$ cat src/pkg/cgsm_pkg.sv
/*
 * constants, field layout and carrier types of the clock generator's
 * serial control target.
 * assumes a 50 MHz system clock and a host-driven serial clock.
 */
package cgsm_pkg;

	// ************************************************************
	// bus addresses
	// ************************************************************
	localparam logic [7:0] WRITE_ADDR = 8'hD2;
	localparam logic [7:0] READ_ADDR = 8'hD3;

	// ************************************************************
	// control byte indices
	// ************************************************************
	localparam logic [7:0] IDX_SPREAD_FREQ = 8'h00;
	localparam logic [7:0] IDX_OUT_ENABLE = 8'h01;
	localparam logic [7:0] IDX_GFX_REQ_B = 8'h02;
	localparam logic [7:0] IDX_BYTE_COUNT = 8'h08;

	// ************************************************************
	// field positions
	// ************************************************************
	localparam int BIT_FREQ_ORIGIN = 7;
	localparam int BIT_GFX_SPREAD = 6;
	localparam int BIT_SREF_SPREAD = 5;
	localparam int BIT_CPU_SPREAD = 4;
	localparam int BIT_PROCESSOR_FREQ_CODE_B3 = 3;
	localparam int BIT_GFX_PAIR_B = 5;
	localparam int BIT_GFX_PAIR_A = 4;
	localparam int BIT_REQB_SREF_2 = 3;
	localparam int BIT_REQB_SREF_1 = 1;

	// ************************************************************
	// reset values and writable masks
	// ************************************************************
	localparam logic [7:0] RST_SPREAD_FREQ = 8'h00;
	localparam logic [7:0] RST_OUT_ENABLE = 8'hFF;
	localparam logic [7:0] RST_GFX_REQ_B = 8'h30;
	localparam logic [7:0] RST_BYTE_COUNT = 8'h09;
	localparam logic [7:0] MASK_GFX_REQ_B = 8'h3A;
	localparam logic [7:0] IDLE_BYTE = 8'hFF;

	// ************************************************************
	// timing counts
	// ************************************************************
	localparam logic [1:0] STRAP_SETTLE = 2'h2;
	localparam int SYNC_BITS = 6;

	// ************************************************************
	// types
	// ************************************************************
	typedef enum logic [2:0] {
		CGSM_IDLE = 3'b000,
		CGSM_ADDR = 3'b001,
		CGSM_ACK = 3'b011,
		CGSM_RX = 3'b010,
		CGSM_TX = 3'b110,
		CGSM_TACK = 3'b111
	} cgsm_state_e;

	typedef enum logic [1:0] {
		CGSM_PH_INDEX = 2'h0,
		CGSM_PH_COUNT = 2'h1,
		CGSM_PH_DATA = 2'h2
	} cgsm_phase_e;

	typedef struct packed {
		logic freq_select_origin;
		logic graphics_spread_enable;
		logic serial_ref_spread_enable;
		logic processor_spread_enable;
		logic [3:0] processor_freq_code;
		logic usb_clock_b;
		logic usb_clock_a;
		logic xtal_copy_c;
		logic xtal_copy_b;
		logic xtal_copy_a;
		logic link_clock_out;
		logic processor_pair_b;
		logic processor_pair_a;
		logic graphics_pair_b;
		logic graphics_pair_a;
		logic serial_ref_2;
		logic serial_ref_1;
	} cgsm_ctrl_s;

endpackage

$ cat src/rtl/cgsm_target.sv
/*
 * serial control target of a clock generator: indexed block write and
 * block read into control bytes 0, 1, 2 and the byte count at index 8,
 * plus the decoded output controls.
 * assumes the host drives the serial clock no faster than clk/8 and that
 * the sda pin is open drain, resolved outside this module.
 */
// What this block does
// - acknowledge write address D2 as target
// - ack index, count, data within count; store ascending
// - send byte count, then bytes upward
// - count and length come from byte 8
// - byte0 bit7 picks strap or bus select
// - byte0 bits6-4 independent spread enables
// - byte0 bits3-0 frequency code, strap reset
// - byte1 bits gate eight outputs, reset on
// - byte2 bits5,4 enable graphics pairs
// - byte2 bits3,1 map request B pins
`timescale 1ns/10ps
`default_nettype none

module cgsm_target (
	input wire logic clk,
	input wire logic reset_n,
	input wire logic scl_in,
	input wire logic sda_in,
	output logic sda_out,
	output logic sda_oe,
	input wire logic [2:0] freq_strap,
	input wire logic clock_request_b_n,
	output cgsm_pkg::cgsm_ctrl_s ctrl
);

	// ************************************************************
	// pin synchronisers and edge detection
	// ************************************************************
	logic [cgsm_pkg::SYNC_BITS-1:0] pins_s;
	logic scl_s, sda_s, req_b_n_s;
	logic [2:0] strap_s;
	logic scl_prev_r, sda_prev_r;
	logic scl_rise, scl_fall, start_seen, stop_seen;

	// reset values match the idle pins: serial lines high, request B not asserted
	cgsm_sync #(.WIDTH(cgsm_pkg::SYNC_BITS), .RST_VAL(6'h07)) u_sync (
		.clk(clk),
		.reset_n(reset_n),
		.async_in({freq_strap, clock_request_b_n, sda_in, scl_in}),
		.sync_out(pins_s)
	);

	assign scl_s = pins_s[0];
	assign sda_s = pins_s[1];
	assign req_b_n_s = pins_s[2];
	assign strap_s = pins_s[5:3];

	// previous samples of the already synchronised lines
	always_ff @(posedge clk or negedge reset_n) begin
		if (!reset_n) begin
			scl_prev_r <= 1'b1;
			sda_prev_r <= 1'b1;
		end else begin
			scl_prev_r <= scl_s;
			sda_prev_r <= sda_s;
		end
	end

	assign scl_rise = scl_s & ~scl_prev_r;
	assign scl_fall = ~scl_s & scl_prev_r;
	assign start_seen = scl_s & scl_prev_r & sda_prev_r & ~sda_s;
	assign stop_seen = scl_s & scl_prev_r & ~sda_prev_r & sda_s;

	// ************************************************************
	// control bytes
	// ************************************************************
	logic [7:0] spread_and_freq_select_r;
	logic [7:0] output_enable_main_r;
	logic [7:0] graphics_enable_and_request_b_map_r;
	logic [7:0] byte_count_r;
	logic [1:0] strap_wait_r;
	logic strap_taken_r;
	logic [2:0] strap_latch_r;
	logic wr_en;
	logic [7:0] wr_idx, wr_data;

	// unmapped and reserved positions read as zero
	function automatic logic [7:0] read_byte(input logic [7:0] idx,
			input logic [7:0] b0, input logic [7:0] b1,
			input logic [7:0] b2, input logic [7:0] bc);
		case (idx)
			cgsm_pkg::IDX_SPREAD_FREQ: read_byte = b0;
			cgsm_pkg::IDX_OUT_ENABLE: read_byte = b1;
			cgsm_pkg::IDX_GFX_REQ_B: read_byte = b2 & cgsm_pkg::MASK_GFX_REQ_B;
			cgsm_pkg::IDX_BYTE_COUNT: read_byte = bc;
			default: read_byte = 8'h00;
		endcase
	endfunction

	// strap pins are caught once, after the synchroniser has settled
	always_ff @(posedge clk or negedge reset_n) begin
		if (!reset_n) begin
			strap_wait_r <= 2'h0;
			strap_taken_r <= 1'b0;
			strap_latch_r <= 3'h0;
		end else if (!strap_taken_r) begin
			strap_wait_r <= strap_wait_r + 2'h1;
			strap_taken_r <= (strap_wait_r == cgsm_pkg::STRAP_SETTLE);
			// pins may move later; the strap code must not follow them
			if (strap_wait_r == cgsm_pkg::STRAP_SETTLE) begin
				strap_latch_r <= strap_s;
			end
		end
	end

	// bus writes land here; ones the host sends to reserved bits are lost
	always_ff @(posedge clk or negedge reset_n) begin
		if (!reset_n) begin
			spread_and_freq_select_r <= cgsm_pkg::RST_SPREAD_FREQ;
			output_enable_main_r <= cgsm_pkg::RST_OUT_ENABLE;
			graphics_enable_and_request_b_map_r <= cgsm_pkg::RST_GFX_REQ_B;
			byte_count_r <= cgsm_pkg::RST_BYTE_COUNT;
		end else if (!strap_taken_r && strap_wait_r == cgsm_pkg::STRAP_SETTLE) begin
			spread_and_freq_select_r[2:0] <= strap_s;
		end else if (wr_en) begin
			case (wr_idx)
				cgsm_pkg::IDX_SPREAD_FREQ: spread_and_freq_select_r <= wr_data;
				cgsm_pkg::IDX_OUT_ENABLE: output_enable_main_r <= wr_data;
				cgsm_pkg::IDX_GFX_REQ_B:
					graphics_enable_and_request_b_map_r <= wr_data & cgsm_pkg::MASK_GFX_REQ_B;
				cgsm_pkg::IDX_BYTE_COUNT: byte_count_r <= wr_data;
				default: ;
			endcase
		end
	end

	// ************************************************************
	// serial protocol engine
	// ************************************************************
	cgsm_pkg::cgsm_state_e state_r;
	cgsm_pkg::cgsm_phase_e phase_r;
	logic [3:0] bit_cnt_r;
	logic [7:0] shift_r;
	logic [7:0] index_r;
	logic [7:0] left_r;
	logic is_read_r;
	logic [7:0] cur_byte;

	assign cur_byte = read_byte(index_r, spread_and_freq_select_r, output_enable_main_r,
		graphics_enable_and_request_b_map_r, byte_count_r);

	// a data byte is stored only while the announced count lasts
	assign wr_en = (state_r == cgsm_pkg::CGSM_RX) && scl_fall && (bit_cnt_r == 4'h8) &&
		(phase_r == cgsm_pkg::CGSM_PH_DATA) && (left_r != 8'h00);
	assign wr_idx = index_r;
	assign wr_data = shift_r;

	// start and stop take priority over clock edges in the same cycle
	always_ff @(posedge clk or negedge reset_n) begin
		if (!reset_n) begin
			state_r <= cgsm_pkg::CGSM_IDLE;
			phase_r <= cgsm_pkg::CGSM_PH_INDEX;
			bit_cnt_r <= 4'h0;
			shift_r <= 8'h00;
			index_r <= 8'h00;
			left_r <= 8'h00;
			is_read_r <= 1'b0;
		end else if (start_seen) begin
			state_r <= cgsm_pkg::CGSM_ADDR;
			bit_cnt_r <= 4'h0;
		end else if (stop_seen) begin
			state_r <= cgsm_pkg::CGSM_IDLE;
			phase_r <= cgsm_pkg::CGSM_PH_INDEX;
		end else if (scl_rise) begin
			case (state_r)
				cgsm_pkg::CGSM_ADDR, cgsm_pkg::CGSM_RX: begin
					shift_r <= {shift_r[6:0], sda_s};
					bit_cnt_r <= bit_cnt_r + 4'h1;
				end
				// host nack ends the read; it then sends stop
				cgsm_pkg::CGSM_TACK: if (sda_s) state_r <= cgsm_pkg::CGSM_IDLE;
				default: ;
			endcase
		end else if (scl_fall) begin
			case (state_r)
				cgsm_pkg::CGSM_ADDR: if (bit_cnt_r == 4'h8) begin
					if (shift_r == cgsm_pkg::WRITE_ADDR) begin
						state_r <= cgsm_pkg::CGSM_ACK;
						is_read_r <= 1'b0;
						phase_r <= cgsm_pkg::CGSM_PH_INDEX;
					end else if (shift_r == cgsm_pkg::READ_ADDR) begin
						state_r <= cgsm_pkg::CGSM_ACK;
						is_read_r <= 1'b1;
					end else begin
						state_r <= cgsm_pkg::CGSM_IDLE;
					end
				end
				cgsm_pkg::CGSM_RX: if (bit_cnt_r == 4'h8) begin
					state_r <= cgsm_pkg::CGSM_ACK;
					case (phase_r)
						cgsm_pkg::CGSM_PH_INDEX: begin
							index_r <= shift_r;
							phase_r <= cgsm_pkg::CGSM_PH_COUNT;
						end
						cgsm_pkg::CGSM_PH_COUNT: begin
							left_r <= shift_r;
							phase_r <= cgsm_pkg::CGSM_PH_DATA;
						end
						default: if (left_r != 8'h00) begin
							index_r <= index_r + 8'h01;
							left_r <= left_r - 8'h01;
						end else begin
							state_r <= cgsm_pkg::CGSM_IDLE; // bytes beyond the count get a nack
						end
					endcase
				end
				cgsm_pkg::CGSM_ACK: begin
					bit_cnt_r <= 4'h0;
					if (is_read_r) begin
						shift_r <= byte_count_r;
						left_r <= byte_count_r;
						state_r <= cgsm_pkg::CGSM_TX;
					end else begin
						state_r <= cgsm_pkg::CGSM_RX;
					end
				end
				cgsm_pkg::CGSM_TX: if (bit_cnt_r == 4'h7) begin
					state_r <= cgsm_pkg::CGSM_TACK;
				end else begin
					shift_r <= {shift_r[6:0], 1'b1};
					bit_cnt_r <= bit_cnt_r + 4'h1;
				end
				cgsm_pkg::CGSM_TACK: begin
					bit_cnt_r <= 4'h0;
					state_r <= cgsm_pkg::CGSM_TX;
					if (left_r != 8'h00) begin
						shift_r <= cur_byte;
						index_r <= index_r + 8'h01;
						left_r <= left_r - 8'h01;
					end else begin
						shift_r <= cgsm_pkg::IDLE_BYTE; // past the count the line stays released
					end
				end
				default: ;
			endcase
		end
	end

	// open drain: only ever pull low, never drive high
	assign sda_out = 1'b0;
	assign sda_oe = (state_r == cgsm_pkg::CGSM_ACK) ||
		((state_r == cgsm_pkg::CGSM_TX) && !shift_r[7]);

	// ************************************************************
	// decoded output controls
	// ************************************************************
	// registered so the clock tree controls never see a glitch
	always_ff @(posedge clk or negedge reset_n) begin
		if (!reset_n) begin
			ctrl <= '0;
		end else begin
			ctrl.freq_select_origin <= spread_and_freq_select_r[cgsm_pkg::BIT_FREQ_ORIGIN];
			ctrl.graphics_spread_enable <= spread_and_freq_select_r[cgsm_pkg::BIT_GFX_SPREAD];
			ctrl.serial_ref_spread_enable <= spread_and_freq_select_r[cgsm_pkg::BIT_SREF_SPREAD];
			ctrl.processor_spread_enable <= spread_and_freq_select_r[cgsm_pkg::BIT_CPU_SPREAD];
			ctrl.processor_freq_code <= spread_and_freq_select_r[cgsm_pkg::BIT_FREQ_ORIGIN] ?
				spread_and_freq_select_r[3:0] : {1'b0, strap_latch_r};
			{ctrl.usb_clock_b, ctrl.usb_clock_a, ctrl.xtal_copy_c, ctrl.xtal_copy_b,
				ctrl.xtal_copy_a, ctrl.link_clock_out, ctrl.processor_pair_b,
				ctrl.processor_pair_a} <= output_enable_main_r;
			ctrl.graphics_pair_b <= graphics_enable_and_request_b_map_r[cgsm_pkg::BIT_GFX_PAIR_B];
			ctrl.graphics_pair_a <= graphics_enable_and_request_b_map_r[cgsm_pkg::BIT_GFX_PAIR_A];
			ctrl.serial_ref_2 <= !graphics_enable_and_request_b_map_r[cgsm_pkg::BIT_REQB_SREF_2] ||
				!req_b_n_s;
			ctrl.serial_ref_1 <= !graphics_enable_and_request_b_map_r[cgsm_pkg::BIT_REQB_SREF_1] ||
				!req_b_n_s;
		end
	end

endmodule

`default_nettype wire

$ cat src/rtl/cgsm_sync.sv
/*
 * two-flop synchroniser bank for pins arriving from outside the clock.
 * assumes every input is a slow level relative to clk.
 */
`timescale 1ns/10ps
`default_nettype none

module cgsm_sync #(
	parameter int WIDTH = 1,
	parameter logic [WIDTH-1:0] RST_VAL = '0
) (
	input wire logic clk,
	input wire logic reset_n,
	input wire logic [WIDTH-1:0] async_in,
	output logic [WIDTH-1:0] sync_out
);

	// ************************************************************
	// per-bit flop pairs
	// ************************************************************
	genvar g;
	generate
		for (g = 0; g < WIDTH; g++) begin : g_bit
			logic meta_r;
			// first stage feeds only the second stage
			always_ff @(posedge clk or negedge reset_n) begin
				if (!reset_n) begin
					meta_r <= RST_VAL[g];
					sync_out[g] <= RST_VAL[g];
				end else begin
					meta_r <= async_in[g];
					sync_out[g] <= meta_r;
				end
			end
		end
	endgenerate

endmodule

`default_nettype wire

$ cat config.mk
export PLATFORM = sky130hd
export DESIGN_NAME = cgsm_target
export DESIGN_NICKNAME = d
export VERILOG_FILES = /design/src/pkg/cgsm_pkg.sv /design/src/rtl/cgsm_target.sv /design/src/rtl/cgsm_sync.sv
export SDC_FILE = /design/constraint.sdc
export NUM_CORES = 1
export LEC_CHECK = 0
export ABC_AREA = 1
export BUFFER_PORTS_ARGS = -buffer_cell sky130_fd_sc_hd__buf_2
export CELL_PAD_IN_SITES_DETAIL_PLACEMENT = 1
export CELL_PAD_IN_SITES_GLOBAL_PLACEMENT = 1
export CORE_MARGIN = 2
export CORE_UTILIZATION = 48
export CTS_BUF_LIST = sky130_fd_sc_hd__clkbuf_8
export CTS_CLUSTER_DIAMETER = 150
export DETAILED_ROUTE_END_ITERATION = 16
export GPL_ROUTABILITY_DRIVEN = 0
export PLACE_DENSITY = 0.91
export SLEW_MARGIN = 25
export SYNTH_ARGS = -nofsm -noshare
export SYNTH_HDL_FRONTEND = slang
export SYNTH_SLANG_ARGS = --single-unit
$ cat constraint.sdc
create_clock -name clk -period 2.65 [get_ports clk]
set_clock_uncertainty 0.1 [all_clocks]
set_input_delay 0.3975 -clock clk [delete_from_list [all_inputs] [get_ports clk]]
set_output_delay 0.3975 -clock clk [all_outputs]
set_load 0.05 [all_outputs]
# ---- Word level (Yosys, flattened, before mapping)
# Cells that the tools add are included.
dict set report totals {
  ff_bits 102
  input_bits 8
}
dict set report op_classes {
  add_sub_neg 4
  n_eq_ne 35
  mux 53
  n_bitwise 16
  n_reduce_logical 46
}
# cell count
set ops {}
lappend ops {{$mux W8} 10}
lappend ops {{$pmux W8 S2} 3}
lappend ops {{$pmux W8 S3} 2}
lappend ops {{$mux W3} 13}
lappend ops {{$pmux W8 S4} 1}
lappend ops {{$mux W4} 7}
lappend ops {{$reduce_and A7 Y1} 4}
lappend ops {{$mux W2} 10}
lappend ops {{$eq A8 B8 Y1 const B} 2}
lappend ops {{$reduce_and A8 Y1} 2}
lappend ops {{$pmux W3 S5} 1}
lappend ops {{$ne A3 B3 Y1 const B} 4}
lappend ops {{$reduce_and A3 Y1} 4}
lappend ops {{$reduce_bool A2 Y1} 6}
lappend ops {{$reduce_bool A4 Y1} 3}
lappend ops {{$ne A5 B5 Y1 const B} 2}
lappend ops {{$not A1 Y1} 9}
lappend ops {{$reduce_bool A3 Y1} 3}
lappend ops {{$add A8 B1 Y8 const B} 1}
lappend ops {{$eq A8 B1 Y1 const B} 1}
lappend ops {{$eq A8 B2 Y1 const B} 1}
lappend ops {{$eq A8 B4 Y1 const B} 1}
lappend ops {{$logic_not A8 Y1} 1}
lappend ops {{$ne A2 B2 Y1 const B} 4}
lappend ops {{other kinds (30)} 59}

# ---- Logic depth before layout (Yosys ltp)
# Gate-level depths: netlist of the first run.
dict set report logic_depth {
  word_depth 9
  ltp_mapped 12
  depth_no_buf 12
}

# ---- Hierarchy
# A second synthesis of the first run with hierarchy kept.
dict set report unflattened {
  cells_unflattened 701
  area_unflattened_um2 5380.2
}
# module instances cells_each area_per_inst_um2 seq_area_each_um2
set by_module_without_submodules {}
lappend by_module_without_submodules {cgsm_target 1 689 5072.4 2269.7}
lappend by_module_without_submodules {cgsm_sync 1 12 307.8 307.8}

# ---- Worst setup path after synthesis of the first run
# OpenSTA, ideal clock, no wires.
dict set report synth_path {
  kind {flip-flop to output port}
  start {reg state_r[2]}
  end {out sda_oe}
  arrival_ns 1.664
  required_time_ns 2.152
  slack_ns 0.489
  stages_incl_launch_ff 6
  path_buffers 1
  path_cell_list {dfrtp_1 > buf_4 > nand2_1 > nor2_4 > inv_1 > o22ai_1}
}
dict set report synth_between {
  elab_chain_len 3
  elab_cells_between_ends 4
  cone_classes {eq/ne (2); reduce/logical (2)}
}
# element line_no
set synth_rtl {}
lappend synth_rtl {{start, declared} cgsm_target.sv:138} ;# cgsm_pkg::cgsm_state_e state_r;
lappend synth_rtl {{start signal, assigned} cgsm_target.sv:159} ;# state_r <= cgsm_pkg::CGSM_IDLE;
lappend synth_rtl {{start signal, assigned} cgsm_target.sv:167} ;# state_r <= cgsm_pkg::CGSM_ADDR;
lappend synth_rtl {{start signal, assigned} cgsm_target.sv:170} ;# state_r <= cgsm_pkg::CGSM_IDLE;
lappend synth_rtl {{$eq A3 B3 Y1} cgsm_target.sv:250} ;# ((state_r == cgsm_pkg::CGSM_TX) && !shift_r[7]);
lappend synth_rtl {{$logic_and A1 B1 Y1} cgsm_target.sv:250}
lappend synth_rtl {{$logic_or A1 B1 Y1 (*)} cgsm_target.sv:249} ;# assign sda_oe = (state_r == cgsm_pkg::CGSM_ACK) ||
lappend synth_rtl {{end, declared} cgsm_target.sv:28} ;# output logic sda_oe,
# Mark *: on every way between the ends. The rest lies on a longest branch, timed or not.

# ---- Final worst setup path of the first run
dict set report layout_path {
  start {reg scl_prev_r}
  end {reg left_r[1]}
}
dict set report layout_between {
  elab_chain_len 5
  elab_cells_between_ends 12
  cone_classes {bitwise (11); reduce/logical (1)}
}
# element line_no
set layout_rtl {}
lappend layout_rtl {{start, declared} cgsm_target.sv:40} ;# logic scl_prev_r, sda_prev_r;
lappend layout_rtl {{start signal, assigned} cgsm_target.sv:62} ;# scl_prev_r <= scl_s;
lappend layout_rtl {{$and A1 B1 Y1} {cgsm_target.sv:69, cgsm_target.sv:70}}
lappend layout_rtl {{$and A1 B1 Y1 (on tied branches) (2 in series)} {cgsm_target.sv:70, cgsm_target.sv:69}}
lappend layout_rtl {{$not A1 Y1 (no line)} --}
lappend layout_rtl {{$reduce_and A8 Y1 (no line) (*)} --}
lappend layout_rtl {{end signal, assigned} cgsm_target.sv:204} ;# left_r <= shift_r;
lappend layout_rtl {{end signal, assigned} cgsm_target.sv:209} ;# left_r <= left_r - 8'h01;
lappend layout_rtl {{end signal, assigned} cgsm_target.sv:219} ;# left_r <= byte_count_r;
lappend layout_rtl {{end, declared} cgsm_target.sv:143} ;# logic [7:0] left_r;
# Marks and branches as above.
# A chain may end at the register's enable or synchronous reset.

==> results.yml, run 1 <==
power:
  switching_share: 0.297
  power.internal_w: 0.00220
  comb_power_share: 0.125
  irDropWorstVdd_uv: 615
  switchingPower_w: 0.000930
  finalPower_w: 0.00313
  leakage_nw: 2.88
  p_seq_frac: 0.548
  pwr-share-clk: 0.327
  power.density_nw_per_um2: 537
drt:
  drt_iter0_markers: 282
  routed_wl_um: 15500
  drt-pass1-iter-count: 7
  drc: 0
  vias: 4811
  viasPerCell: 5.76
  drtAntennaViolNets: 0
  wire_per_inst_um: 18.6
die:
  io_pins: 30
  core_area_sq_um: 10700
  initial_core_util: 0.488
  dieArea_sq_um: 11800
  rows: 38
  fp.dieH_um: 109
  die_w_um: 109
logic_synthesis:
  synthCells: 646
  synth_top_cell_area_share: 0.391
  synth_top_family_by_area: "simple AND/OR/NAND/NOR gates"
  synth-compound-area-share: 0.113
  netlist_top_cells_count: "nand2_1, dfrtp_1, inv_1, nand3_1, nor2_1"
  ys_ff_latch: 102
  yosysUniqueCellTypes: 38
  netlist_area_sq_um: 5240
  synth-edff-count: 0
  syn_nets: 666
  synthXorXnorAreaFrac: 0.0117
  synth.yosys.seq_area_share: 0.492
  async_flop_share: 1.00
  synth_fa_ha_area_frac: 0.0286
  syn_area_per_cell_sq_um: 8.12
  yosysTopAreaCell: "dfrtp_1"
  synthTopCellsByArea: "dfrtp_1, nand2_1, dfstp_2"
  synth-simple-area-share: 0.283
  ys.warnings.count: 0
  yosysMostFrequentCell: "nand2_1"
  synth_flop_cell: "dfrtp_1"
  synthMuxAreaShare: 0
worst_setup_path:
  crit_type: "reg2reg"
  worstPathArrival_ns: 2.75
  required_ns: 2.86
  max_stage_delay_ns: 0.56
  end_kind: "flip-flop"
  critical_path.cell_chain: "inv_1 -> ha_1 -> clkinvlp_4 -> buf_4 -> buf_4 -> nand4_1 -> nor2_1 -> nand2_2 -> inv_2 -> nand2_1 -> o21ai_0"
  crit_top_cell: "buf_4"
  start_kind: "flip-flop"
  crit_fanout: 10
  r2r_slack_ns: 0.10
  cp_slowest_cell: "dfstp_2"
cts:
  cts.htree.levels: 3
  clock_path_buffers: 2
  clk_latency_ns: 0.40
  cts_buffers: 9
  cts.sink_count: 102
  cts_root_buf: "clkbuf_8"
  cts_tree: "yes"
  cts.clk_slew.worst_paths_ns: 0.10
flow_run:
  maxCapViolations: 0
timing:
  max_slew_margin: 0.482
  fmax_mhz: 393
  tightest_slew_ns: 0.774
  fin_hold_ws_ns: 0.00813
  period_share: 0.961
  timing.final.ws_setup_ns: 0.103
  setup_viol: 0
  fin_setup_tns_ns: 0
  slew_viol_final: 0
  hold_violations: 0
  min_period_ns: 2.55
worst_hold_path:
  hold_class: "in2reg"
global_route:
  gr-usage-met1: 0.351
  grt_usage: 0.277
  met2_usage: 0.482
  antenna_found_initial: 0
  met3_usage: 0.0458
  grt_pass1_vias: 5014
  busiest_layer: "met2"
  overflow: 0
  grt_pass1_wl_um: 25000
  grt_max_degree: 62
place:
  io_buffer_count: 28
  pre_cts_slack_ns: 0.156
  dp_hpwl_um: 11000
  dpl_cell_area_sq_um: 5540
finish:
  area_growth_pct: 11.3
  stdcell_area_sq_um: 5840
  diodes: 0
  drive_above_1_share: 0.170
  finalNetCount: 710
outcome:
  status: "complete, no violations"
## timing repair
action / CTS / global route
setup endpoints to repair: 1 / 14
pin swaps: 0 / 1
gates resized for setup: 1 / 1
hold buffers: 3 / 1
setup buffers: 0 / 7
endpoints found under the hold margin: 31 / 1
## stage by stage
step	util	instances
floorplan	-	646
global placement	0.516	808
detailed placement	0.516	808
CTS	0.537	827
global route	0.543	835
finish	0.543	835
## cells in the final DEF (no fill, tap or decap), types with 2 or more instances in the layout
cell type      instances
nor3_2                 2
a21oi_1               23
nor2_1                53
o211ai_1               3
nand2_2                8
or2_2                  2
nand4_1                9
o21ai_1                2
clkbuf_8              10
dfrtp_1               81
xnor2_1                3
inv_2                  4
nor3_1                15
nor2_4                 3
o221ai_1               5
dlygate4sd3_1          4
inv_1                 73
buf_4                 13
o21ai_2               16
o31ai_1                3
dfstp_2               20
ha_1                  12
o22ai_1                2
xor2_1                 4
clkinvlp_4             3
nand3_1               63
buf_2                 27
nand2_1              175
o21ai_0               42
## worst max-delay path, delay by kind of cell (launching register included)
kind / cells / cell delay, ns
buf+inv: 5 / 0.68
flops: 1 / 0.56
fa+ha+maj: 1 / 0.34
simple gates: 4 / 0.69
compound gates: 1 / 0.10
## power by group through the flow
stage                     Combinational, W  Clock [W]  Sequential, W
after floorplan                   0.000219          0        0.00172
after global placement            0.000353          0        0.00174
after detailed placement          0.000375          0        0.00174
after CTS                         0.000381    0.00104        0.00171
after global routing              0.000436    0.00109        0.00172
final                             0.000393    0.00103        0.00172
## kinds of logic (layout without fill, tap and decap cells)
kind of cell,Yosys count,count (layout)
and+or+nand+nor,336,336
buffers and inverters,90,139
other,1,1
AOI/OAI and AO/OA,98,98
xor gates and xnor gates,7,7
DFF,102,102
adders and majority gates,12,12
## worst paths after layout
kind | start | end | cells after the start
worst min register to register | u_sync.g_bit[5].meta_r | u_sync.sync_out[5] | 0
min in group asynchronous | reset_n | ctrl[3] | 2
worst max-delay path | scl_prev_r | left_r[1] | 11
worst max register to register | scl_prev_r | left_r[1] | 11
max in group asynchronous | reset_n | u_sync.g_bit[1].meta_r | 3
worst min-delay path | freq_strap[0] | u_sync.g_bit[3].meta_r | 1
## area by class of cell
| type | instances | area (sq um) |
|---|---|---|
| fillers | 1333 | 4910 |
| flip-flops and latches | 102 | 2580 |
| multi-input cells | 454 | 2290 |
| inverters | 78 | 299 |
| repair buffers | 45 | 293 |
| well taps | 140 | 175 |
| clock buffers | 10 | 138 |
| clock inverters | 6 | 62.6 |
## routing by layer
metal / routed length, um / part of all wire
met1: 6620 / 0.43
met5: 0 / 0
met4: 462 / 0.030
met2: 7830 / 0.50
met3: 606 / 0.039
## flip-flops by register name (all words and copies together), names as in the netlist, 4 cells and up
| register | cells |
|---|---|
| bit_cnt_r | 4 |
| byte_count_r | 8 |
| ctrl | 20 |
| graphics_enable_and_request_b_map_r | 4 |
| index_r | 8 |
| left_r | 8 |
| output_enable_main_r | 8 |
| shift_r | 8 |
| spread_and_freq_select_r | 8 |
| u_sync.g_bit.meta_r | 6 |
| u_sync.sync_out | 6 |
Note: power is estimated with default switching activity, not from simulation.
==> run 2: changes to the inputs <==
--- a/config.mk
+++ b/config.mk
@@ -10,13 +10,15 @@
 export CELL_PAD_IN_SITES_DETAIL_PLACEMENT = 1
 export CELL_PAD_IN_SITES_GLOBAL_PLACEMENT = 1
 export CORE_MARGIN = 2
-export CORE_UTILIZATION = 48
-export CTS_BUF_LIST = sky130_fd_sc_hd__clkbuf_8
+export CORE_UTILIZATION = 46
+export CTS_BUF_LIST = sky130_fd_sc_hd__clkbuf_16
 export CTS_CLUSTER_DIAMETER = 150
 export DETAILED_ROUTE_END_ITERATION = 16
 export GPL_ROUTABILITY_DRIVEN = 0
-export PLACE_DENSITY = 0.91
+export PLACE_DENSITY = 0.88
+export RECOVER_POWER = 100
 export SLEW_MARGIN = 25
 export SYNTH_ARGS = -nofsm -noshare
 export SYNTH_HDL_FRONTEND = slang
+export SYNTH_HIERARCHICAL = 1
 export SYNTH_SLANG_ARGS = --single-unit
==> run 2 against run 1 <==
Combinational power down 22%. Clock power up 21%. Non-clock buffer count decreased by 11.
==> results.yml, run 2 <==
outcome:
  status: "complete, no violations"
power:
  switching_share: 0.284
  leakage_nw: 2.94
  switchingPower_w: 0.000932
  irDropWorstVdd_uv: 391
  power.internal_w: 0.00236
  comb_power_share: 0.093
  power.density_nw_per_um2: 559
  pwr-share-clk: 0.381
  p_seq_frac: 0.526
drt:
  drtAntennaViolNets: 0
  wire_per_inst_um: 17.9
  routed_wl_um: 15700
  drt_iter0_markers: 272
  vias: 4884
  drc: 0
  viasPerCell: 5.57
  drt-pass1-iter-count: 5
logic_synthesis:
  synth_top_cell_area_share: 0.381
  ys.warnings.count: 6
  synthTopCellsByArea: "dfrtp_1, nand2_1, dfstp_2"
  ys_ff_latch: 102
  async_flop_share: 1.00
  syn_area_per_cell_sq_um: 7.67
  synth.yosys.seq_area_share: 0.479
  netlist_area_sq_um: 5380
  netlist_top_cells_count: "nand2_1, dfrtp_1, inv_1, nand3_1, o21ai_0"
  syn_nets: 721
  yosysTopAreaCell: "dfrtp_1"
  yosysUniqueCellTypes: 34
  synthCells: 701
  synth-edff-count: 0
  yosysMostFrequentCell: "nand2_1"
  synth_flop_cell: "dfrtp_1"
finish:
  top_register: "ctrl"
  num-fill-cells: 1448
  final_common_cell: "nand2_1"
  final_cell_count_no_fill: 877
  finalNetCount: 749
  drive_above_1_share: 0.0749
  diodes: 0
  area_growth_pct: 9.33
  largest_reg_flops: 20
  layout_common_cells: "nand2_1, inv_1, dfrtp_1, nand3_1, o21ai_0"
global_route:
  grt_pass1_vias: 5058
  grt_usage: 0.259
  antenna_found_initial: 0
  overflow: 0
  grt_max_degree: 67
  grt_pass1_wl_um: 25800
timing:
  hold_violations: 0
  min_period_ns: 2.53
  rsz0062_at_grt: "false"
  setup_viol: 0
  fmax_mhz: 396
  tightest_slew_ns: 0.982
  max_slew_margin: 0.345
  slew_viol_final: 0
  period_share: 0.954
  fin_setup_tns_ns: 0
die:
  fp.dieH_um: 112
  dieArea_sq_um: 12600
  initial_core_util: 0.471
  core_area_sq_um: 11400
  die_w_um: 112
  rows: 39
  io_pins: 30
cts:
  clock_path_buffers: 2
  clk_latency_ns: 0.36
  cts_root_buf: "clkbuf_16"
  cts_tree: "yes"
  cts.sink_count: 102
  cts.clk_slew.worst_paths_ns: 0.07
  cts_buffers: 9
  cts.htree.levels: 3
worst_setup_path:
  critPathBufInv: 2
  start_kind: "flip-flop"
  max_stage_delay_ns: 0.49
  critical_path.cell_chain: "nand2_1 -> nor2_1 -> inv_1 -> o21ai_1 -> buf_2"
  crit_fanout: 16
  crit_type: "reg2out"
  cp_slowest_cell: "dfrtp_1"
  required_ns: 2.15
  worstPathArrival_ns: 2.03
  end_kind: "output pin"
  critPathTopFamily: "buffers and inverters"
place:
  dp_hpwl_um: 11500
  io_buffer_count: 28
  place_inst: 860
flow_run:
  maxCapViolations: 0
worst_hold_path:
  hold_class: "in2reg"
## run 2: cell types whose count changed after synthesis, sizes merged, moves of 7 or more
| cell | delta |
|---|---|
| o21ai | +7 |
| a21oi | -12 |
| nand3 | +18 |
| inv | +8 |
| nor2 | +8 |
| nand2 | +29 |
## run 2: layout make-up
class | instances | area (sq um) | area share
Clock buffer | 9 | 225 | 0.0383
Sequential cell | 102 | 2580 | 0.438
Multi-Input combinational cell | 495 | 2360 | 0.401
Inverter | 87 | 327 | 0.0555
Timing Repair Buffer | 34 | 168 | 0.0285
Clock inverter | 7 | 47.5 | 0.00808
Tap cell | 143 | 179 | 0.0304
## run 2: stage by stage
stage	total power (W)	area, sq um	worst slack (ns)	utilization	hold WS, ns
final	0.00329	5880	0.123	0.515	0.0323
after global routing	0.00341	5880	0.0249	0.515	0.0279
after CTS	0.00332	5940	0.0521	0.520	0.0247
after detailed placement	0.00206	5660	0.381	0.495	0.243
after global placement	0.00203	5660	0.588	0.495	0.237
after floorplan	0.00191	5380	0.100	-	0.00191
## run 2: routing by layer
layer / vias up / GRT usage / wire [um]
met5: - / 0 / 0
met4: 0 / 0.115 / 499
met3: 38 / 0.0351 / 613
met2: 105 / 0.433 / 7810
met1: 2444 / 0.338 / 6750
li1: 2297 / - / -
## run 2: worst paths after layout
| path | from | endpoint | slack, ns | depth (start not counted) |
|---|---|---|---|---|
| hold / removal | sda_in | u_sync/g_bit[1].meta_r | 0.03 | 1 |
| setup reg to reg | u_sync/sync_out[0] | shift_r[0] | 0.18 | 9 |
| hold reg to reg | u_sync/g_bit[3].meta_r | u_sync/sync_out[3] | 0.26 | 0 |
| min in group asynchronous | reset_n | ctrl[9] | 0.64 | 2 |
| max in group asynchronous | reset_n | u_sync/g_bit[0].meta_r | 0.90 | 3 |
| setup / recovery | state_r[2] | sda_oe | 0.12 | 5 |
## run 2: power groups by stage
stage	Combinational (W)	Sequential, W	Clock [W]
global placement	0.000277	0.00175	0
floorplan	0.000197	0.00171	0
global route	0.000347	0.00174	0.00133
CTS	0.000311	0.00173	0.00128
finish	0.000307	0.00173	0.00125
detailed placement	0.000304	0.00176	0
## run 2: cells by family (layout without fill, tap and decap cells)
kind of cell	Yosys count	after routing	share of synthesized area
xor+xnor	6	6	0.00977
other cells	1	1	0.000697
buf+inv	104	137	0.0784
simple gates	386	386	0.315
compound gates	90	90	0.0893
fa+ha+maj	12	12	0.0279
flops	102	102	0.479
## run 2: timing repair
item / 4_1_cts / 5_1_grt
hold buffers: 1 / 0
setup buffers: 0 / 0
hold endpoints to repair: 31 / 0
gates resized for setup: 0 / 1
setup endpoints to repair: 0 / 1
==> run 3: changes to the inputs <==
--- a/config.mk
+++ b/config.mk
@@ -5,12 +5,12 @@
 export SDC_FILE = /design/constraint.sdc
 export NUM_CORES = 1
 export LEC_CHECK = 0
-export ABC_AREA = 1
+export ABC_CLOCK_PERIOD_IN_PS = 2650
 export BUFFER_PORTS_ARGS = -buffer_cell sky130_fd_sc_hd__buf_2
 export CELL_PAD_IN_SITES_DETAIL_PLACEMENT = 1
 export CELL_PAD_IN_SITES_GLOBAL_PLACEMENT = 1
 export CORE_MARGIN = 2
-export CORE_UTILIZATION = 46
+export CORE_UTILIZATION = 49
 export CTS_BUF_LIST = sky130_fd_sc_hd__clkbuf_16
 export CTS_CLUSTER_DIAMETER = 150
 export DETAILED_ROUTE_END_ITERATION = 16
==> run 3 against run 2 <==
Synthesized cell count fell by 32%. Die area shrank 10%. First-iteration DRC count down 4.8%. Core utilization is 3.7 points higher. Largest cell class unchanged. Highest routed layer unchanged.
==> results.yml, run 3 <==
outcome:
  status: "complete, no violations"
logic_synthesis:
  synth-edff-count: 0
  syn_nets: 498
  ys.warnings.count: 6
  yosysUniqueCellTypes: 74
  yosysMostFrequentCell: "dfrtp_1"
  synth_top_cell_area_share: 0.400
  async_flop_share: 1.00
  netlist_top_cells_count: "dfrtp_1, nand2_1, a21oi_1, mux2_2, o21ai_0"
  synth_flop_cell: "dfrtp_1"
  ys_ff_latch: 102
  synthTopCellsByArea: "dfrtp_1, dfstp_2, mux2_2"
  syn_area_per_cell_sq_um: 10.7
  synthCells: 478
  synth.yosys.seq_area_share: 0.503
  yosysTopAreaCell: "dfrtp_1"
  netlist_area_sq_um: 5120
finish:
  largest_reg_flops: 20
  drive_above_1_share: 0.164
  area_growth_pct: 10.3
  final_cell_count_no_fill: 649
  top_register: "ctrl"
  num-fill-cells: 1125
  layout_common_cells: "dfrtp_1, nand2_1, a21oi_1"
  finalNetCount: 528
  final_common_cell: "dfrtp_1"
  diodes: 0
timing:
  slew_viol_final: 0
  timing.final.ws_setup_ns: 0.133
  tightest_slew_ns: 1.21
  fin_hold_ws_ns: 0.0440
  min_period_ns: 2.52
  rsz0062_at_grt: "false"
  fmax_mhz: 397
  period_share: 0.950
  max_slew_margin: 0.192
  fin_setup_tns_ns: 0
  setup_viol: 0
  hold_violations: 0
global_route:
  antenna_found_initial: 0
  overflow: 0
  grt_max_degree: 51
  grt_pass1_wl_um: 22600
  grt_usage: 0.262
  grt_pass1_vias: 4294
cts:
  cts.sink_count: 102
  cts_tree: "yes"
  cts_root_buf: "clkbuf_16"
  cts.htree.levels: 3
  clk_latency_ns: 0.35
  cts.clk_slew.worst_paths_ns: 0.06
  clock_path_buffers: 2
  cts_buffers: 9
worst_hold_path:
  hold_class: "in2reg"
die:
  io_pins: 30
  initial_core_util: 0.501
  fp.dieH_um: 106
  dieArea_sq_um: 11300
  core_area_sq_um: 10200
  die_w_um: 106
  rows: 37
drt:
  wl_met2_um: 7110
  top_layer_used: "met4"
  drc: 0
  wl_met3_um: 689
  wire_per_inst_um: 21.0
  drtAntennaViolNets: 0
  routed_wl_um: 13600
  drt-pass1-iter-count: 5
  drt_iter0_markers: 259
  vias: 3996
  met1Wirelength_um: 5450
  viasPerCell: 6.16
power:
  irDropWorstVdd_uv: 460
  finalPower_w: 0.00299
  leakage_nw: 2.51
  power.density_nw_per_um2: 528
worst_setup_path:
  worstPathArrival_ns: 2.64
  r2r_slack_ns: 0.13
  end_kind: "flip-flop"
  crit_fanout: 10
  crit_type: "reg2reg"
  start_kind: "flip-flop"
  required_ns: 2.78
place:
  place_inst: 631
  pre_cts_slack_ns: 0.151
  dp_hpwl_um: 10000
  io_buffer_count: 28
flow_run:
  maxCapViolations: 0
## run 3: timing repair
item                       CTS  global route
setup buffers                0             1
resized for setup            0             1
hold buffers                 1             0
setup endpoints to repair    0             1
hold endpoints to repair    23             0
## run 3: power breakdown
part           internal [W]  switching, W  total [W]
logic             0.0000573      0.000112   0.000169
clock network      0.000623      0.000561    0.00118
registers           0.00159     0.0000423    0.00163
## run 3: cells by family after synthesis
kind of cell | Yosys count | share of synthesized area
DFF | 102 | 0.503
other | 1 | 0.000732
adders and majority gates | 12 | 0.0293
xor gates and xnor gates | 2 | 0.00342
buffers and inverters | 53 | 0.0452
AOI/OAI and AO/OA | 125 | 0.170
and+or+nand+nor | 148 | 0.170
muxes | 35 | 0.0784
## run 3: metal layers
| metal | up-vias | track usage |
|---|---|---|
| li1 | 1811 | - |
| met1 | 2041 | 0.311 |
| met2 | 112 | 0.461 |
| met3 | 32 | 0.0613 |
| met4 | 0 | 0.0949 |
| met5 | - | 0 |
## run 3: final cells by class
class                   count  area (sq um)  share of cell area
inverters                  22          82.6              0.0146
clock inverters             7          36.3             0.00642
flip-flops and latches    102          2580               0.456
repair buffers             50           269              0.0476
clock buffers               9           225              0.0398
well taps                 136           170              0.0301
multi-input cells         323          2290               0.405
## run 3: worst max-delay path: stages (launching register included)
cell     delay [ns]
dfrtp_1        0.38
inv_1          0.15
ha_1           0.20
or3b_2         0.52
nor2_4         0.30
nor4_4         0.13
and3_1         0.28
mux2_1         0.34
## run 3: through the flow
step / utilization / instance area (sq um)
2_1_floorplan: - / 5120
3_3_place_gp: 0.534 / 5460
3_5_place_dp: 0.534 / 5460
4_1_cts: 0.561 / 5740
5_1_grt: 0.553 / 5650
6_report: 0.553 / 5650
## run 3: path summary, 6_finish.rpt
kind	from	end	depth (start not counted)
worst max-delay path	left_r[0]	graphics_enable_and_request_b_map_r[1]	7
worst min-delay path	sda_in	u_sync/g_bit[1].meta_r	1
worst max register to register	left_r[0]	graphics_enable_and_request_b_map_r[1]	7
worst min register to register	u_sync/g_bit[3].meta_r	u_sync/sync_out[3]	0
max in group asynchronous	reset_n	byte_count_r[0]	3
min in group asynchronous	reset_n	ctrl[9]	2
